$ cat config.mk
export PLATFORM = sky130hd
export DESIGN_NAME = wwdt_top
export DESIGN_NICKNAME = d
export VERILOG_FILES = /design/src/wwdt_pkg.sv /design/src/wwdt_top.sv
export SDC_FILE = /design/constraint.sdc
export NUM_CORES = 1
export LEC_CHECK = 0
export BUFFER_PORTS_ARGS = -buffer_cell sky130_fd_sc_hd__buf_4
export CAP_MARGIN = 5
export CORE_MARGIN = 1.5
export CORE_UTILIZATION = 50
export CTS_BUF_LIST = sky130_fd_sc_hd__clkbuf_4
export CTS_CLUSTER_DIAMETER = 30
export DETAILED_ROUTE_END_ITERATION = 16
export GPL_ROUTABILITY_DRIVEN = 0
export GPL_TIMING_DRIVEN = 0
export MAX_ROUTING_LAYER = met4
export PLACE_DENSITY = 0.72
export REMOVE_ABC_BUFFERS = 1
export SLEW_MARGIN = 10
export SYNTH_ARGS = -nofsm -noshare
export SYNTH_HDL_FRONTEND = slang
export SYNTH_SLANG_ARGS = --single-unit
$ cat constraint.sdc
create_clock -name ref_clk -period 2.6 [get_ports ref_clk]
set_input_delay 0 -clock ref_clk [delete_from_list [all_inputs] [get_ports ref_clk]]
set_output_delay 0 -clock ref_clk [all_outputs]
set_load 0.01 [all_outputs]
$ cat src/wwdt_pkg.sv
// constants and register map of the windowed watchdog timer
// assumes a 32-bit apb master and tick strobes synchronous to ref_clk
// How it works
// - in window mode a service write before the last quarter of the period resets the system.
// - in the open window the arm byte may repeat; the fire byte after it restarts the period.
// - with stop_in_debug set, watchdog and periodic tick counters halt in background debug.
// - control_write_mask is write-only and a masked write keeps window, rate and the once flag.
// - a nonzero timeout_rate_select enables the counter and starts a new period; zero disables.
// - counter expiry asserts system reset unless software services the counter in time.
// - enabled, in debug, stop_in_debug clear and special mode forces longest normal period.
// - rate codes 1..7 give 2^14, 2^16, 2^18, 2^20, 2^22, 2^23 and 2^24 watchdog clocks.
// - watchdog_clock_source_select picks the oscillator tick, else the internal reference tick.
// - the rate table applies while watchdog_clock_group_select is zero, its reset value.
// - window_mode_enable 0 gives normal operation, 1 gives windowed operation.

package wwdt_pkg;

    // ****************************************
    // register map
    // ****************************************
    localparam int          WWDT_AW       = 8;
    localparam logic [7:0]  WWDT_CTRL_OFS = 8'h00;
    localparam logic [7:0]  WWDT_SVC_OFS  = 8'h04;
    localparam logic [7:0]  WWDT_STAT_OFS = 8'h08;
    localparam logic [7:0]  WWDT_CFG_OFS  = 8'h0c;

    // ****************************************
    // fields
    // ****************************************
    localparam int          WWDT_WIN_BIT  = 7;
    localparam int          WWDT_STOP_BIT = 6;
    localparam int          WWDT_MASK_BIT = 5;
    localparam int          WWDT_RATE_LSB = 0;
    localparam int          WWDT_RATE_W   = 3;
    localparam int          WWDT_SRC_BIT  = 0;
    localparam int          WWDT_GRP_BIT  = 1;
    localparam int          WWDT_CNT_W    = 24;

    // ****************************************
    // reset values and codes
    // ****************************************
    localparam logic [2:0]  WWDT_RATE_RST = 3'h0;
    localparam logic [2:0]  WWDT_RATE_MAX = 3'h7;
    localparam logic        WWDT_BIT_RST  = 1'b0;
    localparam logic [7:0]  WWDT_SVC_ARM  = 8'h55;
    localparam logic [7:0]  WWDT_SVC_FIRE = 8'haa;

    // ****************************************
    // timing: log2 of period per rate code
    // ****************************************
    localparam logic [4:0]  WWDT_SHIFT [0:7] = '{5'h00, 5'h0e, 5'h10, 5'h12,
                                                 5'h14, 5'h16, 5'h17, 5'h18};
    localparam logic [4:0]  WWDT_QTR_SH = 5'h02;

endpackage

$ cat src/wwdt_top.sv
// windowed watchdog timer with apb register access
// assumes tick strobes and debug/mode levels synchronous to ref_clk
//
// Our own choices: the register offsets and the APB register port.
`timescale 1ns/1ps

module wwdt_top (
    input  wire logic                         ref_clk,
    input  wire logic                         arst_n,
    input  wire logic                         psel,
    input  wire logic                         penable,
    input  wire logic                         pwrite,
    input  wire logic [wwdt_pkg::WWDT_AW-1:0] paddr,
    input  wire logic [31:0]                  pwdata,
    output logic      [31:0]                  prdata,
    output logic                              pready,
    output logic                              pslverr,
    input  wire logic                         irc_tick,
    input  wire logic                         osc_tick,
    input  wire logic                         debug_active,
    input  wire logic                         special_mode,
    output logic                              tick_halt,
    output logic                              sys_reset
);
    import wwdt_pkg::*;

    // ****************************************
    // reset release
    // ****************************************
    logic [1:0] rst_sync;
    logic       rst_n;

    always_ff @(posedge ref_clk or negedge arst_n) begin
        if (!arst_n) begin
            rst_sync <= 2'b00;
        end else begin
            rst_sync <= {rst_sync[0], 1'b1};
        end
    end

    assign rst_n = rst_sync[1];

    // ****************************************
    // apb decode
    // ****************************************
    logic setup;
    logic wr;
    logic mapped;
    logic ctrl_wr;
    logic svc_wr;
    logic cfg_wr;

    assign setup   = psel & ~penable;
    assign wr      = psel & penable & pwrite;
    assign mapped  = (paddr == WWDT_CTRL_OFS) || (paddr == WWDT_SVC_OFS) ||
                     (paddr == WWDT_STAT_OFS) || (paddr == WWDT_CFG_OFS);
    assign ctrl_wr = wr && (paddr == WWDT_CTRL_OFS);
    assign svc_wr  = wr && (paddr == WWDT_SVC_OFS);
    assign cfg_wr  = wr && (paddr == WWDT_CFG_OFS);

    // ****************************************
    // control and configuration registers
    // ****************************************
    logic                   win;
    logic                   stop;
    logic [WWDT_RATE_W-1:0] rate;
    logic                   once;
    logic                   src;
    logic                   grp;
    logic [WWDT_RATE_W-1:0] wr_rate;
    logic                   wr_masked;

    assign wr_rate   = pwdata[WWDT_RATE_LSB +: WWDT_RATE_W];
    assign wr_masked = pwdata[WWDT_MASK_BIT];

    always_ff @(posedge ref_clk or negedge rst_n) begin
        if (!rst_n) begin
            stop <= WWDT_BIT_RST;
        end else if (ctrl_wr) begin
            stop <= pwdata[WWDT_STOP_BIT];
        end
    end

    // window and rate take one write; a masked write leaves them alone
    always_ff @(posedge ref_clk or negedge rst_n) begin
        if (!rst_n) begin
            win  <= WWDT_BIT_RST;
            rate <= WWDT_RATE_RST;
            once <= WWDT_BIT_RST;
        end else if (ctrl_wr && !wr_masked && !once) begin
            win  <= pwdata[WWDT_WIN_BIT];
            rate <= wr_rate;
            once <= 1'b1;
        end
    end

    always_ff @(posedge ref_clk or negedge rst_n) begin
        if (!rst_n) begin
            src <= WWDT_BIT_RST;
            grp <= WWDT_BIT_RST;
        end else if (cfg_wr) begin
            src <= pwdata[WWDT_SRC_BIT];
            grp <= pwdata[WWDT_GRP_BIT];
        end
    end

    // ****************************************
    // effective mode
    // ****************************************
    logic                   enabled;
    logic                   forced;
    logic                   halt;
    logic                   tick;
    logic [WWDT_RATE_W-1:0] eff_rate;
    logic                   eff_win;
    logic [4:0]             sh;
    logic [WWDT_CNT_W:0]    span;
    logic [WWDT_CNT_W-1:0]  last;
    logic [WWDT_CNT_W-1:0]  win_start;
    logic [WWDT_CNT_W-1:0]  count;

    assign enabled  = (rate != WWDT_RATE_RST);
    assign forced   = enabled & debug_active & ~stop & special_mode;
    assign eff_rate = (forced | grp) ? WWDT_RATE_MAX : rate;
    assign eff_win  = win & ~forced;
    assign halt     = stop & debug_active;
    assign tick     = src ? osc_tick : irc_tick;

    always_comb begin
        sh        = WWDT_SHIFT[eff_rate];
        span      = (WWDT_CNT_W+1)'(1) << sh;
        last      = WWDT_CNT_W'(span - (WWDT_CNT_W+1)'(1));
        win_start = WWDT_CNT_W'(3) << (sh - WWDT_QTR_SH);
    end

    // ****************************************
    // service sequence
    // ****************************************
    logic       in_window;
    logic [7:0] svc_val;
    logic       start;
    logic       armed;
    logic       fire;
    logic       bad;
    logic       expire;

    assign in_window = (count >= win_start);
    assign svc_val   = pwdata[7:0];
    assign start     = ctrl_wr && !wr_masked && !once && (wr_rate != WWDT_RATE_RST);
    assign bad       = svc_wr && enabled &&
                       (((svc_val != WWDT_SVC_ARM) && (svc_val != WWDT_SVC_FIRE)) ||
                        (eff_win && !in_window));
    assign fire      = svc_wr && enabled && !bad && armed &&
                       (svc_val == WWDT_SVC_FIRE);
    assign expire    = enabled && tick && !halt && (count == last);

    always_ff @(posedge ref_clk or negedge rst_n) begin
        if (!rst_n) begin
            armed <= 1'b0;
        end else if (start || fire) begin
            armed <= 1'b0;
        end else if (svc_wr && enabled && !bad && (svc_val == WWDT_SVC_ARM)) begin
            armed <= 1'b1;
        end
    end

    // ****************************************
    // counter and reset request
    // ****************************************
    always_ff @(posedge ref_clk or negedge rst_n) begin
        if (!rst_n) begin
            count <= '0;
        end else if (start || fire || expire) begin
            count <= '0;
        end else if (enabled && tick && !halt) begin
            count <= count + WWDT_CNT_W'(1);
        end
    end

    // held until the system reset comes back through arst_n
    always_ff @(posedge ref_clk or negedge rst_n) begin
        if (!rst_n) begin
            sys_reset <= 1'b0;
        end else if (expire || bad) begin
            sys_reset <= 1'b1;
        end
    end

    always_ff @(posedge ref_clk or negedge rst_n) begin
        if (!rst_n) begin
            tick_halt <= 1'b0;
        end else begin
            tick_halt <= halt;
        end
    end

    // ****************************************
    // apb answer
    // ****************************************
    always_ff @(posedge ref_clk or negedge rst_n) begin
        if (!rst_n) begin
            pready <= 1'b0;
        end else begin
            pready <= 1'b1;
        end
    end

    // data and error are prepared in the setup cycle, so no wait states
    always_ff @(posedge ref_clk or negedge rst_n) begin
        if (!rst_n) begin
            prdata  <= '0;
            pslverr <= 1'b0;
        end else if (setup) begin
            pslverr <= !mapped;
            unique case (paddr)
                WWDT_CTRL_OFS: prdata <= {24'h000000, win, stop, 3'h0, rate};
                WWDT_STAT_OFS: prdata <= {6'h00, once, enabled, count};
                WWDT_CFG_OFS:  prdata <= {30'h00000000, grp, src};
                default:       prdata <= '0;
            endcase
        end
    end
endmodule

==> impl_metrics.env <==
export IMPL_die_h_um=104
export IMPL_status="finished, violations left"
export IMPL_cp_top_family="simple AND/OR/NAND/NOR gates"
export IMPL_nNetsFinal=758
export IMPL_rsz0062_at_grt="true"
export IMPL_hold_viol=0
export IMPL_r2r_end="count[21]"
export IMPL_worstPathCellList="nor3_4 > nor2_2 > or3_4 > ha_4 > mux2_4 > inv_6 > ha_4 > ha_4 > buf_4 > nor2b_2 > nand2_1 > ha_1 > a21o_1 > nand3_1 > a21oi_1 > a2111o_1 > a22oi_2 > nor3b_4 > buf_6 > buf_6 > nor4_2 > xnor2_1 > nor2_1"
export IMPL_root_buffer="clkbuf_4"
export IMPL_drt_initial_drc_count=560
export IMPL_post_route_period_util_pct=186
export IMPL_max_stage_delay_ns=0.45
export IMPL_p_leak_nw=2.86
export IMPL_dp_cells=735
export IMPL_async_flop_share_pct=100
export IMPL_end_kind="flip-flop"
export IMPL_worst_slew_pin_slew_ns=1.10
export IMPL_cellPowerDensity_mw_per_mm2=344
export IMPL_dp_slack_ns=-3.85
export IMPL_dp_hpwl_um=10100
export IMPL_wire_per_inst_um=20.6
export IMPL_wl_um=16800
export IMPL_required_ns=2.94
export IMPL_yosys_area_top_type="dfrtp_1"
export IMPL_worstHoldStart="paddr[4]"
export IMPL_synth_area_leaders="dfrtp_1 (32%), ha_1 (7.3%), xnor2_1 (5.7%), nor2_1 (4.4%), nand2_1 (3.9%)"
export IMPL_startpoint_type="flip-flop"
export IMPL_first_pass_iters=8
export IMPL_routed_via_density=6.44
export IMPL_yosysMostFrequentCell="dfrtp_1"
export IMPL_antennaDiodeCount=0
export IMPL_cts_tree="yes"
export IMPL_maxCapViolCount=0
export IMPL_dieArea_mm2=0.0108
export IMPL_netlist_area_mm2=0.00511
export IMPL_crit_path_frequent_cell="ha_4"
export IMPL_r2r_start="rate[2]"
export IMPL_slew_headroom_pct=26.4
export IMPL_hold_class="in2reg"
export IMPL_critPathBufInv=4
export IMPL_r2r_slack_ns=-2.24
export IMPL_grt_max_degree=64
export IMPL_fin_ws_ns=-2.24
export IMPL_hold_path_end="prdata[2]"
export IMPL_cts_sinks=65
export IMPL_io_buffers=54
export IMPL_clk_pin_slew_ns=0.14
export IMPL_whs_path_depth=5
export IMPL_yosysWarnings=0
export IMPL_synth_edf_count=0
export IMPL_num_rows=36
export IMPL_tritoncts_num_buffers=9
export IMPL_fin_cells=817
export IMPL_worstSkewPairLatency_ns=0.46
export IMPL_layout_min_cycle_time_ns=4.84
export IMPL_finalPower_w=0.00229
export IMPL_clk_path_buf_depth=2
export IMPL_layout_drive_gt1_share_pct=32.2
export IMPL_ys_flop_type="dfrtp_1"
export IMPL_yosys_register_bits=65
export IMPL_grt_overflow=0
export IMPL_ys_seq_area_share_pct=31.8
export IMPL_vdd_drop_max_uv=230
export IMPL_ctsHtreeMaxLevel=3
export IMPL_violations="negative setup slack"
export IMPL_drc_errors=0
export IMPL_ios=85
export IMPL_syn_to_final_growth_pct=30.5
export IMPL_synthTopCellsByCount="dfrtp_1 (65), nor2_1 (60), nand2_1 (53)"
export IMPL_critPathMaxFanout=6
export IMPL_cp_arrival_ns=5.18
export IMPL_drt_antenna_violating_nets=0
export IMPL_r2r_cells=23
export IMPL_synth_distinct_cells=70
export IMPL_skew_ns=0.0226
export IMPL_grt_pass1_vias=4885
export IMPL_vias=5264
export IMPL_gr_usage_all_layers_pct=30.1
export IMPL_syn_inst=585
export IMPL_start_util_pct=51.8
export IMPL_cp_slowest_cell="dfrtp_2"
export IMPL_grt_antenna_before_repair=0
export IMPL_fmax_mhz=206
export IMPL_postSynthAreaPerCell_um2=8.74
export IMPL_die_w_um=104
export IMPL_critPathKind="reg2reg"
export IMPL_core_area_mm2=0.00986
export IMPL_finalSetupViolCount=26
export IMPL_drv_slew=0
export IMPL_grt_pass1_wl_um=25300
export IMPL_yosysTopAreaCellShare_pct=31.8
[per-stage QoR]
stage | area, um^2 | setup TNS, ns | hold WS (ns) | util (%)
final | 6670 | -55.06 | 0.0230 | 67.7
after global routing | 6670 | -58.36 | 0.0556 | 67.7
after CTS | 6350 | -49.03 | 0.0309 | 64.4
after detailed placement | 5490 | -93.72 | -0.217 | 55.7
after global placement | 5470 | -97.21 | -0.218 | 55.5
after floorplan | 4900 | -65.87 | -0.296 | -
[worst register-to-register path, cell delays in order (launching register included)]
cell	delay, ns
dfrtp_2	0.45
nor3_4	0.22
nor2_2	0.07
or3_4	0.41
ha_4	0.25
mux2_4	0.32
inv_6	0.09
ha_4	0.18
ha_4	0.23
buf_4	0.15
nor2b_2	0.13
nand2_1	0.07
ha_1	0.32
a21o_1	0.18
nand3_1	0.09
a21oi_1	0.08
a2111o_1	0.44
a22oi_2	0.22
nor3b_4	0.25
buf_6	0.18
buf_6	0.14
nor4_2	0.05
xnor2_1	0.17
nor2_1	0.06
[cell usage in the layout, fill, tap and decap left out, types with 7 or more instances in the layout]
cell and n:
nor4_1 10, nor3_1 16, nand3_1 21, mux2i_1 8
dlygate4sd3_1 13, nand2_1 50, a21oi_1 10, nor4_2 7
nand4_1 12, buf_4 95, and3_1 7, conb_1 8
dfrtp_1 59, ha_1 19, xor2_1 16, inv_1 15
ha_4 10, mux2_2 8, clkbuf_4 10, o21ai_0 16
buf_6 8, or3_1 8, nor2_2 7, a22o_1 21
nor2_1 53, xnor2_1 31
[final cells by class]
type / count / area (um^2)
clock buffer: 10 / 75.1
clock inverter: 6 / 65.1
fill: 753 / 3190
inverter: 19 / 76.3
multi-input combinational: 465 / 3680
sequential: 65 / 1640
tap: 133 / 166
timing repair buffer: 119 / 973
[where the power goes]
group	leakage [nW]	internal, W	switching [W]
Sequential	0.843	0.00103	0.0000714
Clock	0.0772	0.000307	0.000451
Combinational	1.94	0.000210	0.000221
[worst max-delay path by stage]
| stage | from | to | slack (ns) | depth (start not counted) |
|---|---|---|---|---|
| after floorplan | rate[2] | count[15] | -2.68 | 20 |
| after CTS | rate[0] | count[16] | -2.01 | 21 |
| final | rate[2] | count[21] | -2.24 | 23 |
| after detailed placement | rate[2] | count[16] | -3.85 | 20 |
| after global routing | rate[2] | count[4] | -2.38 | 23 |
| after global placement | rate[2] | count[23] | -3.73 | 20 |
[per-layer routing]
layer	share of wire [%]	up-vias	routed length, um	global-route usage, %
li1	-	2305	-	-
met1	39	2509	6540	36.6
met2	47	341	7910	48.0
met3	8.7	109	1460	7.52
met4	5.2	0	880	12.0
met5	0	-	0	-
[sequential cells by signal, summed over array words and instances (netlist names), 2 cells and up]
register	cells
rst_sync	2
prdata	26
count	24
rate	3
[logic make-up (layout without fill, tap and decap cells)]
family,Yosys count,count (layout),synth area share [%]
simple gates,255,255,27.1
compound gates,101,103,15.0
flops,65,65,31.8
buf+inv,63,154,6.00
xor+xnor,49,49,8.39
fa+ha+maj,30,30,7.34
mux,20,20,4.14
other cells,2,8,0.147
[repair_timing]
| action | CTS | global route |
|---|---|---|
| setup buffers | 29 | 26 |
| setup endpoints to repair | 26 | 26 |
| pin swaps | 24 | 36 |
| cloned | 2 | 1 |
| endpoints found under the hold margin | 17 | 0 |
| hold buffers | 13 | 0 |
| resized for setup | 66 | 40 |
No activity file was read; power rests on OpenSTA's default activity.
